File: src/logic/tmw_pkg.sv
// package: register map, field layout and encodings of the waveform timer
package tmw_pkg;
  localparam logic [11:0] TMW_CTRL_OFS = 12'h000;
  localparam logic [11:0] TMW_COUNT_OFS = 12'h004;
  localparam logic [11:0] TMW_CMP_OFS = 12'h008;
  localparam logic [11:0] TMW_FLAG_OFS = 12'h00c;
  localparam int TMW_MODE_LSB = 0;
  localparam int TMW_ACT_LSB = 2;
  localparam int TMW_DIR_BIT = 4;
  localparam int TMW_OVF_BIT = 0;
  localparam int TMW_CMF_BIT = 1;
  localparam int TMW_OUT_BIT = 2;
  localparam logic [7:0] TMW_MAX = 8'hff;
  localparam logic [7:0] TMW_BOTTOM = 8'h00;
  localparam logic [7:0] TMW_ONE = 8'h01;
  localparam logic [31:0] TMW_ZERO32 = 32'h0000_0000;
  typedef enum logic [1:0] {
    TMW_NORMAL = 2'h0,
    TMW_DUAL = 2'h1,
    TMW_CLEAR_ON_MATCH = 2'h2,
    TMW_SINGLE = 2'h3
  } tmw_mode_t;
  localparam logic [1:0] TMW_ACT_OFF = 2'h0;
  localparam logic [1:0] TMW_ACT_TOGGLE = 2'h1;
  localparam logic [1:0] TMW_ACT_CLEAR = 2'h2;
  localparam logic [1:0] TMW_ACT_SET = 2'h3;
endpackage

File: src/logic/tmw_cmp_buf.sv
// compare value store with direct or buffered update
`timescale 1ns/1ps
module tmw_cmp_buf
  import tmw_pkg::*;
(
  input wire logic pclk,
  input wire logic presetn,
  input wire logic wr,
  input wire logic [7:0] wdata,
  input wire logic direct,
  input wire logic load,
  output logic [7:0] buf_val,
  output logic [7:0] cmp_val
);
  always_ff @(posedge pclk or negedge presetn) begin
    if (!presetn) begin
      buf_val <= TMW_BOTTOM;
    end else if (wr) begin
      buf_val <= wdata;
    end
  end

  always_ff @(posedge pclk or negedge presetn) begin
    if (!presetn) begin
      cmp_val <= TMW_BOTTOM;
    end else if (wr && direct) begin
      cmp_val <= wdata;
    end else if (load && !direct) begin
      cmp_val <= buf_val;
    end
  end
endmodule

File: src/logic/tmw_pin.sv
// pin driver: port function or compare output, gated by direction
`timescale 1ns/1ps
module tmw_pin
  import tmw_pkg::*;
(
  input wire logic pclk,
  input wire logic presetn,
  input wire logic port_out,
  input wire logic dir_out,
  input wire logic [1:0] action,
  input wire logic wave,
  output logic pin_o,
  output logic pin_oe_n
);
  always_ff @(posedge pclk or negedge presetn) begin
    if (!presetn) begin
      pin_o <= 1'b0;
      pin_oe_n <= 1'b1;
    end else begin
      pin_o <= (action == TMW_ACT_OFF) ? port_out : wave;
      pin_oe_n <= !dir_out;
    end
  end
endmodule

File: src/logic/tmw_timer.sv
// top: 8-bit timer with four waveform modes and an apb register slave
// Operation
// - mode 0 counts up only and wraps from 0xff to 0x00.
// - mode 0 sets overflow flag as count becomes zero; software clears.
// - mode 2 clears the counter when it equals the compare value.
// - mode 2 compare unbuffered; value below count means wrap before match.
// - mode 2 with action 1 toggles output on every match.
// - mode 2 still sets overflow flag on passing max to zero.
// - mode 2 raises compare match flag every period.
// - mode 3 counts zero to max then clears next tick.
// - mode 3 action 2 clears on match, sets at bottom; 3 opposite.
// - mode 3 sets overflow flag as counter wraps from max to zero.
// - mode 3 compare zero gives spike, max gives constant level.
// - mode 3 action 1 toggles on match, compare stays buffered.
// - mode 1 counts up, turns at max without holding, down to zero.
// - mode 1 action 2 clears on up match, sets on down; 3 inverts.
// - mode 1 sets overflow flag when counter reaches zero.
// - mode 1 compare zero gives constant low, max constant high.
// - mode 1 output fixes symmetry at max without a match.
// - action bits never change the counting sequence.
// - pin shows compare output only while direction is output.
// - mode 3 period is 256 ticks.
// - mode 1 period is 510 ticks.
// - match flag sets one tick later; count write blocks next-tick match.
// - compare immediate in modes 0,2; at top in mode 1; bottom mode 3.
// - software count write beats clear or count in same cycle.
//
// The address map and the APB slave port are this design's own decisions.
`timescale 1ns/1ps
module tmw_timer
  import tmw_pkg::*;
(
  input wire logic pclk,
  input wire logic presetn,
  input wire logic psel,
  input wire logic penable,
  input wire logic pwrite,
  input wire logic [11:0] paddr,
  input wire logic [31:0] pwdata,
  output logic [31:0] prdata,
  output logic pready,
  output logic pslverr,
  input wire logic timer_tick,
  input wire logic port_out,
  output logic compare_output_pin,
  output logic compare_output_pin_oe_n,
  output logic overflow_flag,
  output logic compare_match_flag
);
  // ==========================================================
  // apb decode
  logic wr_en;
  logic rd_en;
  logic hit;
  logic [1:0] waveform_mode_bits;
  logic [1:0] output_action_bits;
  logic dir_out_r;
  logic [7:0] count_value;
  logic [7:0] count_nxt;
  logic [7:0] compare_value;
  logic [7:0] cmp_buf;
  logic compare_output;
  logic out_nxt;
  logic down_r;
  logic down_nxt;
  logic block_r;
  logic match_r;
  logic ovf_set;
  logic cnt_wr;
  logic cmp_wr;
  logic match;
  logic load_top;
  logic load_bot;
  logic [31:0] rd_nxt;
  tmw_mode_t mode;

  function automatic logic sel(input logic [11:0] a, input logic [11:0] ofs);
    sel = (a == ofs);
  endfunction

  assign wr_en = psel && penable && pwrite;
  assign rd_en = psel && penable && !pwrite;
  assign hit = sel(paddr, TMW_CTRL_OFS) || sel(paddr, TMW_COUNT_OFS) ||
               sel(paddr, TMW_CMP_OFS) || sel(paddr, TMW_FLAG_OFS);
  assign cnt_wr = wr_en && sel(paddr, TMW_COUNT_OFS);
  assign cmp_wr = wr_en && sel(paddr, TMW_CMP_OFS);
  assign mode = tmw_mode_t'(waveform_mode_bits);

  always_ff @(posedge pclk or negedge presetn) begin
    if (!presetn) begin
      pready <= 1'b0;
      pslverr <= 1'b0;
    end else begin
      pready <= psel && !penable;
      pslverr <= psel && !penable && !hit;
    end
  end

  always_ff @(posedge pclk or negedge presetn) begin
    if (!presetn) begin
      waveform_mode_bits <= TMW_NORMAL;
      output_action_bits <= TMW_ACT_OFF;
      dir_out_r <= 1'b0;
    end else if (wr_en && sel(paddr, TMW_CTRL_OFS)) begin
      waveform_mode_bits <= pwdata[TMW_MODE_LSB +: 2];
      output_action_bits <= pwdata[TMW_ACT_LSB +: 2];
      dir_out_r <= pwdata[TMW_DIR_BIT];
    end
  end

  always_comb begin
    rd_nxt = TMW_ZERO32;
    if (sel(paddr, TMW_CTRL_OFS)) begin
      rd_nxt[TMW_MODE_LSB +: 2] = waveform_mode_bits;
      rd_nxt[TMW_ACT_LSB +: 2] = output_action_bits;
      rd_nxt[TMW_DIR_BIT] = dir_out_r;
    end else if (sel(paddr, TMW_COUNT_OFS)) begin
      rd_nxt[7:0] = count_value;
    end else if (sel(paddr, TMW_CMP_OFS)) begin
      rd_nxt[7:0] = cmp_buf;
    end else if (sel(paddr, TMW_FLAG_OFS)) begin
      rd_nxt[TMW_OVF_BIT] = overflow_flag;
      rd_nxt[TMW_CMF_BIT] = compare_match_flag;
      rd_nxt[TMW_OUT_BIT] = compare_output;
    end
  end

  always_ff @(posedge pclk or negedge presetn) begin
    if (!presetn) begin
      prdata <= TMW_ZERO32;
    end else if (psel && !penable && !pwrite) begin
      prdata <= rd_nxt;
    end
  end

  // ==========================================================
  // compare value and counter
  assign load_top = timer_tick && (mode == TMW_DUAL) && (count_value == TMW_MAX);
  assign load_bot = timer_tick && (mode == TMW_SINGLE) && (count_value == TMW_MAX);

  tmw_cmp_buf u_cmp (
    .pclk(pclk),
    .presetn(presetn),
    .wr(cmp_wr),
    .wdata(pwdata[7:0]),
    .direct(mode == TMW_NORMAL || mode == TMW_CLEAR_ON_MATCH),
    .load(load_top || load_bot),
    .buf_val(cmp_buf),
    .cmp_val(compare_value)
  );

  assign match = (count_value == compare_value) && !block_r;

  // output action bits take no part in the count sequence
  always_comb begin
    count_nxt = count_value + TMW_ONE;
    down_nxt = down_r;
    unique case (mode)
      TMW_NORMAL: count_nxt = count_value + TMW_ONE;
      TMW_CLEAR_ON_MATCH: begin
        if (count_value == compare_value) begin
          count_nxt = TMW_BOTTOM;
        end
      end
      TMW_SINGLE: count_nxt = count_value + TMW_ONE;
      TMW_DUAL: begin
        if (!down_r && count_value == TMW_MAX) begin
          down_nxt = 1'b1;
          count_nxt = count_value - TMW_ONE;
        end else if (down_r && count_value == TMW_BOTTOM) begin
          down_nxt = 1'b0;
          count_nxt = count_value + TMW_ONE;
        end else if (down_r) begin
          count_nxt = count_value - TMW_ONE;
        end
      end
    endcase
  end

  always_ff @(posedge pclk or negedge presetn) begin
    if (!presetn) begin
      count_value <= TMW_BOTTOM;
      down_r <= 1'b0;
    end else if (cnt_wr) begin
      count_value <= pwdata[7:0];
    end else if (timer_tick) begin
      count_value <= count_nxt;
      down_r <= (mode == TMW_DUAL) ? down_nxt : 1'b0;
    end
  end

  always_ff @(posedge pclk or negedge presetn) begin
    if (!presetn) begin
      block_r <= 1'b0;
    end else if (cnt_wr) begin
      block_r <= 1'b1;
    end else if (timer_tick) begin
      block_r <= 1'b0;
    end
  end

  // ==========================================================
  // flags
  always_comb begin
    unique case (mode)
      TMW_DUAL: ovf_set = down_r && count_value == TMW_ONE;
      TMW_SINGLE: ovf_set = count_value == TMW_MAX;
      default: ovf_set = count_value == TMW_MAX && count_nxt == TMW_BOTTOM;
    endcase
  end

  always_ff @(posedge pclk or negedge presetn) begin
    if (!presetn) begin
      match_r <= 1'b0;
    end else if (timer_tick) begin
      match_r <= match;
    end
  end

  always_ff @(posedge pclk or negedge presetn) begin
    if (!presetn) begin
      overflow_flag <= 1'b0;
    end else if (timer_tick && !cnt_wr && ovf_set) begin
      overflow_flag <= 1'b1; // set wins over clear
    end else if (wr_en && sel(paddr, TMW_FLAG_OFS) && pwdata[TMW_OVF_BIT]) begin
      overflow_flag <= 1'b0;
    end
  end

  always_ff @(posedge pclk or negedge presetn) begin
    if (!presetn) begin
      compare_match_flag <= 1'b0;
    end else if (timer_tick && match_r) begin
      compare_match_flag <= 1'b1;
    end else if (wr_en && sel(paddr, TMW_FLAG_OFS) && pwdata[TMW_CMF_BIT]) begin
      compare_match_flag <= 1'b0;
    end
  end

  // ==========================================================
  // waveform
  always_comb begin
    out_nxt = compare_output;
    unique case (mode)
      TMW_SINGLE: begin
        if (output_action_bits == TMW_ACT_TOGGLE) begin
          if (match) out_nxt = !compare_output;
        end else if (output_action_bits[1]) begin
          if (count_value == TMW_MAX) begin
            out_nxt = !output_action_bits[0];
          end else if (match) begin
            out_nxt = output_action_bits[0];
          end
        end
      end
      TMW_DUAL: begin
        if (output_action_bits[1]) begin
          if (count_value == TMW_MAX && !down_r) begin
            out_nxt = (compare_value == TMW_MAX) ? !output_action_bits[0]
                      : output_action_bits[0];
          end else if (count_value == TMW_BOTTOM && compare_value == TMW_BOTTOM) begin
            // floor level beats the bottom match, else a zero compare would pulse
            out_nxt = output_action_bits[0];
          end else if (match && !down_r) begin
            out_nxt = output_action_bits[0];
          end else if (match && down_r) begin
            out_nxt = !output_action_bits[0];
          end else if (count_value == TMW_BOTTOM && down_r && compare_value != TMW_BOTTOM) begin
            out_nxt = !output_action_bits[0];
          end
        end
      end
      default: begin
        if (match) begin
          unique case (output_action_bits)
            TMW_ACT_TOGGLE: out_nxt = !compare_output;
            TMW_ACT_CLEAR: out_nxt = 1'b0;
            TMW_ACT_SET: out_nxt = 1'b1;
            TMW_ACT_OFF: out_nxt = compare_output;
          endcase
        end
      end
    endcase
  end

  always_ff @(posedge pclk or negedge presetn) begin
    if (!presetn) begin
      compare_output <= 1'b0;
    end else if (timer_tick) begin
      compare_output <= out_nxt;
    end
  end

  tmw_pin u_pin (
    .pclk(pclk),
    .presetn(presetn),
    .port_out(port_out),
    .dir_out(dir_out_r),
    .action(output_action_bits),
    .wave(compare_output),
    .pin_o(compare_output_pin),
    .pin_oe_n(compare_output_pin_oe_n)
  );

  // ==========================================================
  // checks
  count_wr_a: assert property (@(posedge pclk) disable iff (!presetn)
    cnt_wr |=> count_value == $past(pwdata[7:0])) else $error("count write lost");
  no_tick_a: assert property (@(posedge pclk) disable iff (!presetn)
    !timer_tick && !cnt_wr |=> $stable(count_value)) else $error("count moved without tick");
  wrap_norm_a: assert property (@(posedge pclk) disable iff (!presetn)
    timer_tick && !cnt_wr && mode == TMW_NORMAL && count_value == TMW_MAX |=> count_value == TMW_BOTTOM && overflow_flag)
    else $error("normal wrap bad");
  ctc_clear_a: assert property (@(posedge pclk) disable iff (!presetn)
    timer_tick && !cnt_wr && mode == TMW_CLEAR_ON_MATCH && count_value == compare_value |=> count_value == TMW_BOTTOM)
    else $error("clear on match missed");
  dual_turn_a: assert property (@(posedge pclk) disable iff (!presetn)
    timer_tick && !cnt_wr && mode == TMW_DUAL && count_value == TMW_MAX && !down_r |=> down_r)
    else $error("dual slope did not turn");
  ovf_fast_a: assert property (@(posedge pclk) disable iff (!presetn)
    timer_tick && mode == TMW_SINGLE && count_value == TMW_MAX && !cnt_wr |=> overflow_flag)
    else $error("fast overflow missing");
  cmf_late_a: assert property (@(posedge pclk) disable iff (!presetn)
    timer_tick && match_r |=> compare_match_flag) else $error("match flag late");
  pin_dir_a: assert property (@(posedge pclk) disable iff (!presetn)
    !dir_out_r |=> compare_output_pin_oe_n) else $error("pin driven as input");
  block_a: assert property (@(posedge pclk) disable iff (!presetn)
    cnt_wr |=> !match) else $error("match not blocked");
  dual_floor_a: assert property (@(posedge pclk) disable iff (!presetn)
    timer_tick && mode == TMW_DUAL && output_action_bits[1] && compare_value == TMW_BOTTOM &&
    count_value == TMW_BOTTOM |=> compare_output == $past(output_action_bits[0])) else $error("dual floor level bad");
  fast_top_a: assert property (@(posedge pclk) disable iff (!presetn)
    timer_tick && mode == TMW_SINGLE && output_action_bits[1] && count_value == TMW_MAX
    |=> compare_output != $past(output_action_bits[0])) else $error("fast bottom level bad");
  ovf_dual_a: assert property (@(posedge pclk) disable iff (!presetn)
    timer_tick && !cnt_wr && mode == TMW_DUAL && down_r && count_value == TMW_ONE
    |=> overflow_flag) else $error("dual overflow missing");
  pin_port_a: assert property (@(posedge pclk) disable iff (!presetn)
    output_action_bits == TMW_ACT_OFF |=> compare_output_pin == $past(port_out)) else $error("port function lost");
  cov_ctc_c: cover property (@(posedge pclk) mode == TMW_CLEAR_ON_MATCH && match && timer_tick);
  cov_spike_c: cover property (@(posedge pclk) mode == TMW_SINGLE && match && count_value == TMW_BOTTOM && timer_tick);
  cov_fast_c: cover property (@(posedge pclk) mode == TMW_SINGLE && load_bot);
  cov_dual_c: cover property (@(posedge pclk) mode == TMW_DUAL && down_r && count_value == TMW_BOTTOM);
endmodule

File: config.mk
export PLATFORM = sky130hd
export DESIGN_NAME = tmw_timer
export DESIGN_NICKNAME = d
export VERILOG_FILES = /design/src/logic/tmw_pkg.sv /design/src/logic/tmw_cmp_buf.sv /design/src/logic/tmw_pin.sv /design/src/logic/tmw_timer.sv
export SDC_FILE = /design/constraint.sdc
export NUM_CORES = 1
export LEC_CHECK = 0
export BUFFER_PORTS_ARGS = -buffer_cell sky130_fd_sc_hd__buf_2
export CAP_MARGIN = 20
export CORE_ASPECT_RATIO = 0.6
export CORE_MARGIN = 2
export CORE_UTILIZATION = 49
export CTS_BUF_LIST = sky130_fd_sc_hd__clkbuf_16
export CTS_CLUSTER_SIZE = 12
export DETAILED_ROUTE_END_ITERATION = 8
export PLACE_DENSITY_LB_ADDON = 0.3
export SYNTH_ARGS = -nofsm -noshare
export SYNTH_HDL_FRONTEND = slang
export SYNTH_SLANG_ARGS = --single-unit
File: constraint.sdc
create_clock -name pclk -period 3.12 [get_ports pclk]
set_input_delay 0.624 -clock pclk [delete_from_list [all_inputs] [get_ports pclk]]
set_output_delay 0.624 -clock pclk [all_outputs]
set_load 0.005 [all_outputs]
==> results.ini <==
[clocking]
cts_setup_buffers=0
clk_pin_slew_worst_paths_ns=0.07
cts_resized=0
cts_root_buf=clkbuf_16
clockBufferDepth=2
clk_latency_ns=0.29
hold_buffers=0
cts_buffers=5
cts_tree=built
h-tree-depth=2
clock-sinks=47

[die]
fp.dieH_um=67.66
num_io_pins=89
dieArea_um2=7449
dieWidth_um=110.1
core_region_area_um2=6590
fp-row-count=23
start_util_pct=50.22

[place]
place_inst=483
gp_congestion=0.9724
post_dp_cell_area_um2=3497
hpwl_um=6857
io_buffers=40

[yosys]
async_flop_share_pct=100.0
synth_warnings=0
synth_seq_cells=47
synth_top_area_share_pct=34.78
ys_types=64
synth.area.top_cells=dfrtp_1, buf_4, mux2_2, nand2_1, nor2_1
yosysSeqAreaShare_pct=35.58
syn_area_per_cell_um2=8.969
syn-instance-count=369
yosysTopAreaCell=dfrtp_1
netlist_area_um2=3309
yosys_most_used_dff=dfrtp_1
synth_edf_count=0

[global_routing]
grt_pass1_wl_um=14820
grt_max_degree=48
grt_use_total_pct=26.77
antenna_found_initial=0
grt-ovfl-total=0
grt_pass1_vias=2694

[sta]
slew_violations=0
hold_viol=0
period_share_pct=87.33
tns_ns=0
worstMarginPinSlew_ns=0.8898
slew_headroom_pct=40.28
rsz0062_at_grt=false
finalSetupViolations=0
max_freq_mhz=367.0
period_minus_slack_ns=2.725
skew_ns=0.006440

[drt]
vias_per_cell=5.939
wl_met2_um=3841
top_layer=met4
drt_first_pass_iters=5
drt_iter0_drc=261
wl_met1_um=4356
met3_length_um=880
antenna_left=0
wl_per_cell_um=18.58
wl_um=9141
drc_errors=0
vias=2922

[finish]
layout.nets=463
fin_cells=492
areaGrowthSynthToFinish_pct=11.98
diodes=0
postLayoutCellArea_um2=3706
final_layout_size_suffix_gt1_share_pct=21.23

[job]
drv_cap=0

[worst_setup_path]
required_ns=3.27
crit_path_end_kind=flip-flop
cp_max_fo=12
arrival_ns=2.88
path_class=flip-flop to flip-flop
critPathLaunchType=flip-flop

[outcome]
status=complete, no violations

[hold_path]
hold_path_class=input pin to asynchronous set/reset pin

[power_and_ir_drop]
ir_drop_mv=0.4043
power_leakage_uw=0.001673
powerDensity_nw_per_um2=608.1

-- area by class of cell --
cell class                      count  area, um2
Sequential cell                    47       1177
Tap cell                           87      108.9
Fill cell                         608       2884
Timing Repair Buffer               52      302.8
Inverter                           13      48.80
Clock buffer                        5      125.1
Clock inverter                      3      63.81
Multi-Input combinational cell    285       1879
-- registers in the layout (all words and copies together) (netlist names) --
| signal | cells |
|---|---|
| compare_match_flag | 1 |
| output_action_bits | 2 |
| pready | 1 |
| u_cmp.buf_val | 8 |
| overflow_flag | 1 |
| pslverr | 1 |
| compare_output | 1 |
| u_pin.pin_oe_n | 1 |
| down_r | 1 |
| prdata | 8 |
| match_r | 1 |
| dir_out_r | 1 |
| block_r | 1 |
| u_cmp.cmp_val | 8 |
| mode | 2 |
| u_pin.pin_o | 1 |
| count_value | 8 |
-- final timing paths --
| kind | startpoint | to | slack (ns) | cells past startpoint |
|---|---|---|---|---|
| min in group pclk | dir_out_r | u_pin.pin_oe_n | 0.41 | 1 |
| worst min-delay path | presetn | prdata[1] | 0.30 | 1 |
| worst min register to register | dir_out_r | u_pin.pin_oe_n | 0.41 | 1 |
| worst max register to register | count_value[0] | count_value[2] | 0.40 | 8 |
| max in group asynchronous | presetn | u_pin.pin_oe_n | 2.21 | 2 |
| worst max-delay path | count_value[0] | count_value[2] | 0.40 | 8 |
-- worst max-delay path, stage by stage, from the launching register on --
cell	delay [ns]
dfrtp_1	0.46
ha_1	0.32
nand4_1	0.16
nor2_1	0.09
buf_4	0.16
o21ai_1	0.69
nor2_1	0.13
o41ai_1	0.45
a31oi_1	0.13
-- stage by stage --
stage	total power [uW]	setup WS (ns)	utilization, %	hold slack [ns]
floorplan	1363	0.8503	-	0.3284
global placement	1525	0.5254	53.07	0.4041
detailed placement	1543	0.4911	53.07	0.4050
CTS	2234	0.4875	55.93	0.4190
global route	2373	0.2712	56.24	0.3293
finish	2253	0.3953	56.24	0.3017
-- cells by family (layout without fill, tap and decap cells) --
kind of cell,count (synthesis),in the layout,synth area share [%]
xor gates and xnor gates,10,10,2.647
AOI/OAI and AO/OA,89,89,18.72
DFF,47,47,35.58
other,1,24,0.1133
muxes,25,25,9.149
and+or+nand+nor,129,129,20.53
buffers and inverters,60,73,10.25
adders and majority gates,8,8,3.025
-- routing by layer --
layer | global-route usage (%) | vias up
met1 | 40.49 | 1418
met3 | 5.792 | 8
met2 | 40.26 | 123
met4 | 3.281 | 0
met5 | 0 | -
li1 | - | 1373
-- where the power goes --
group | internal [uW] | switching [uW] | leakage, uW | total (uW)
combinational | 316 | 394 | 0.000973 | 710
sequential | 679 | 177 | 0.000605 | 856
clock | 456 | 231 | 0.0000952 | 687
total | 1450 | 801 | 0.00167 | 2250
-- cells in the final DEF, fill, tap and decap left out, types with 4 or more instances in the layout --
cell type / instances
o21ai_0: 17
nand4_1: 6
nand2_1: 31
nor3_1: 9
ha_1: 8
and3_1: 5
conb_1: 24
inv_1: 14
mux2_2: 12
dfrtp_1: 46
buf_2: 40
mux2i_1: 10
buf_4: 11
clkbuf_16: 5
o22ai_1: 5
o31ai_1: 5
nor4_1: 8
a21oi_1: 19
nand3_1: 15
nor2_1: 30
xnor2_1: 9
o211ai_1: 4
nor2b_1: 4
-- synth_stat cells (all sizes together), types with 9 or more instances --
library cell / instances
nand3: 15
inv: 13
xnor2: 9
nor4: 9
dfrtp: 46
a21oi: 20
mux2: 12
nor3: 12
o21ai: 18
nor2: 31
mux2i: 10
buf: 32
clkbuf: 15
nand2: 31
Note: power is estimated with default switching activity, not from simulation.
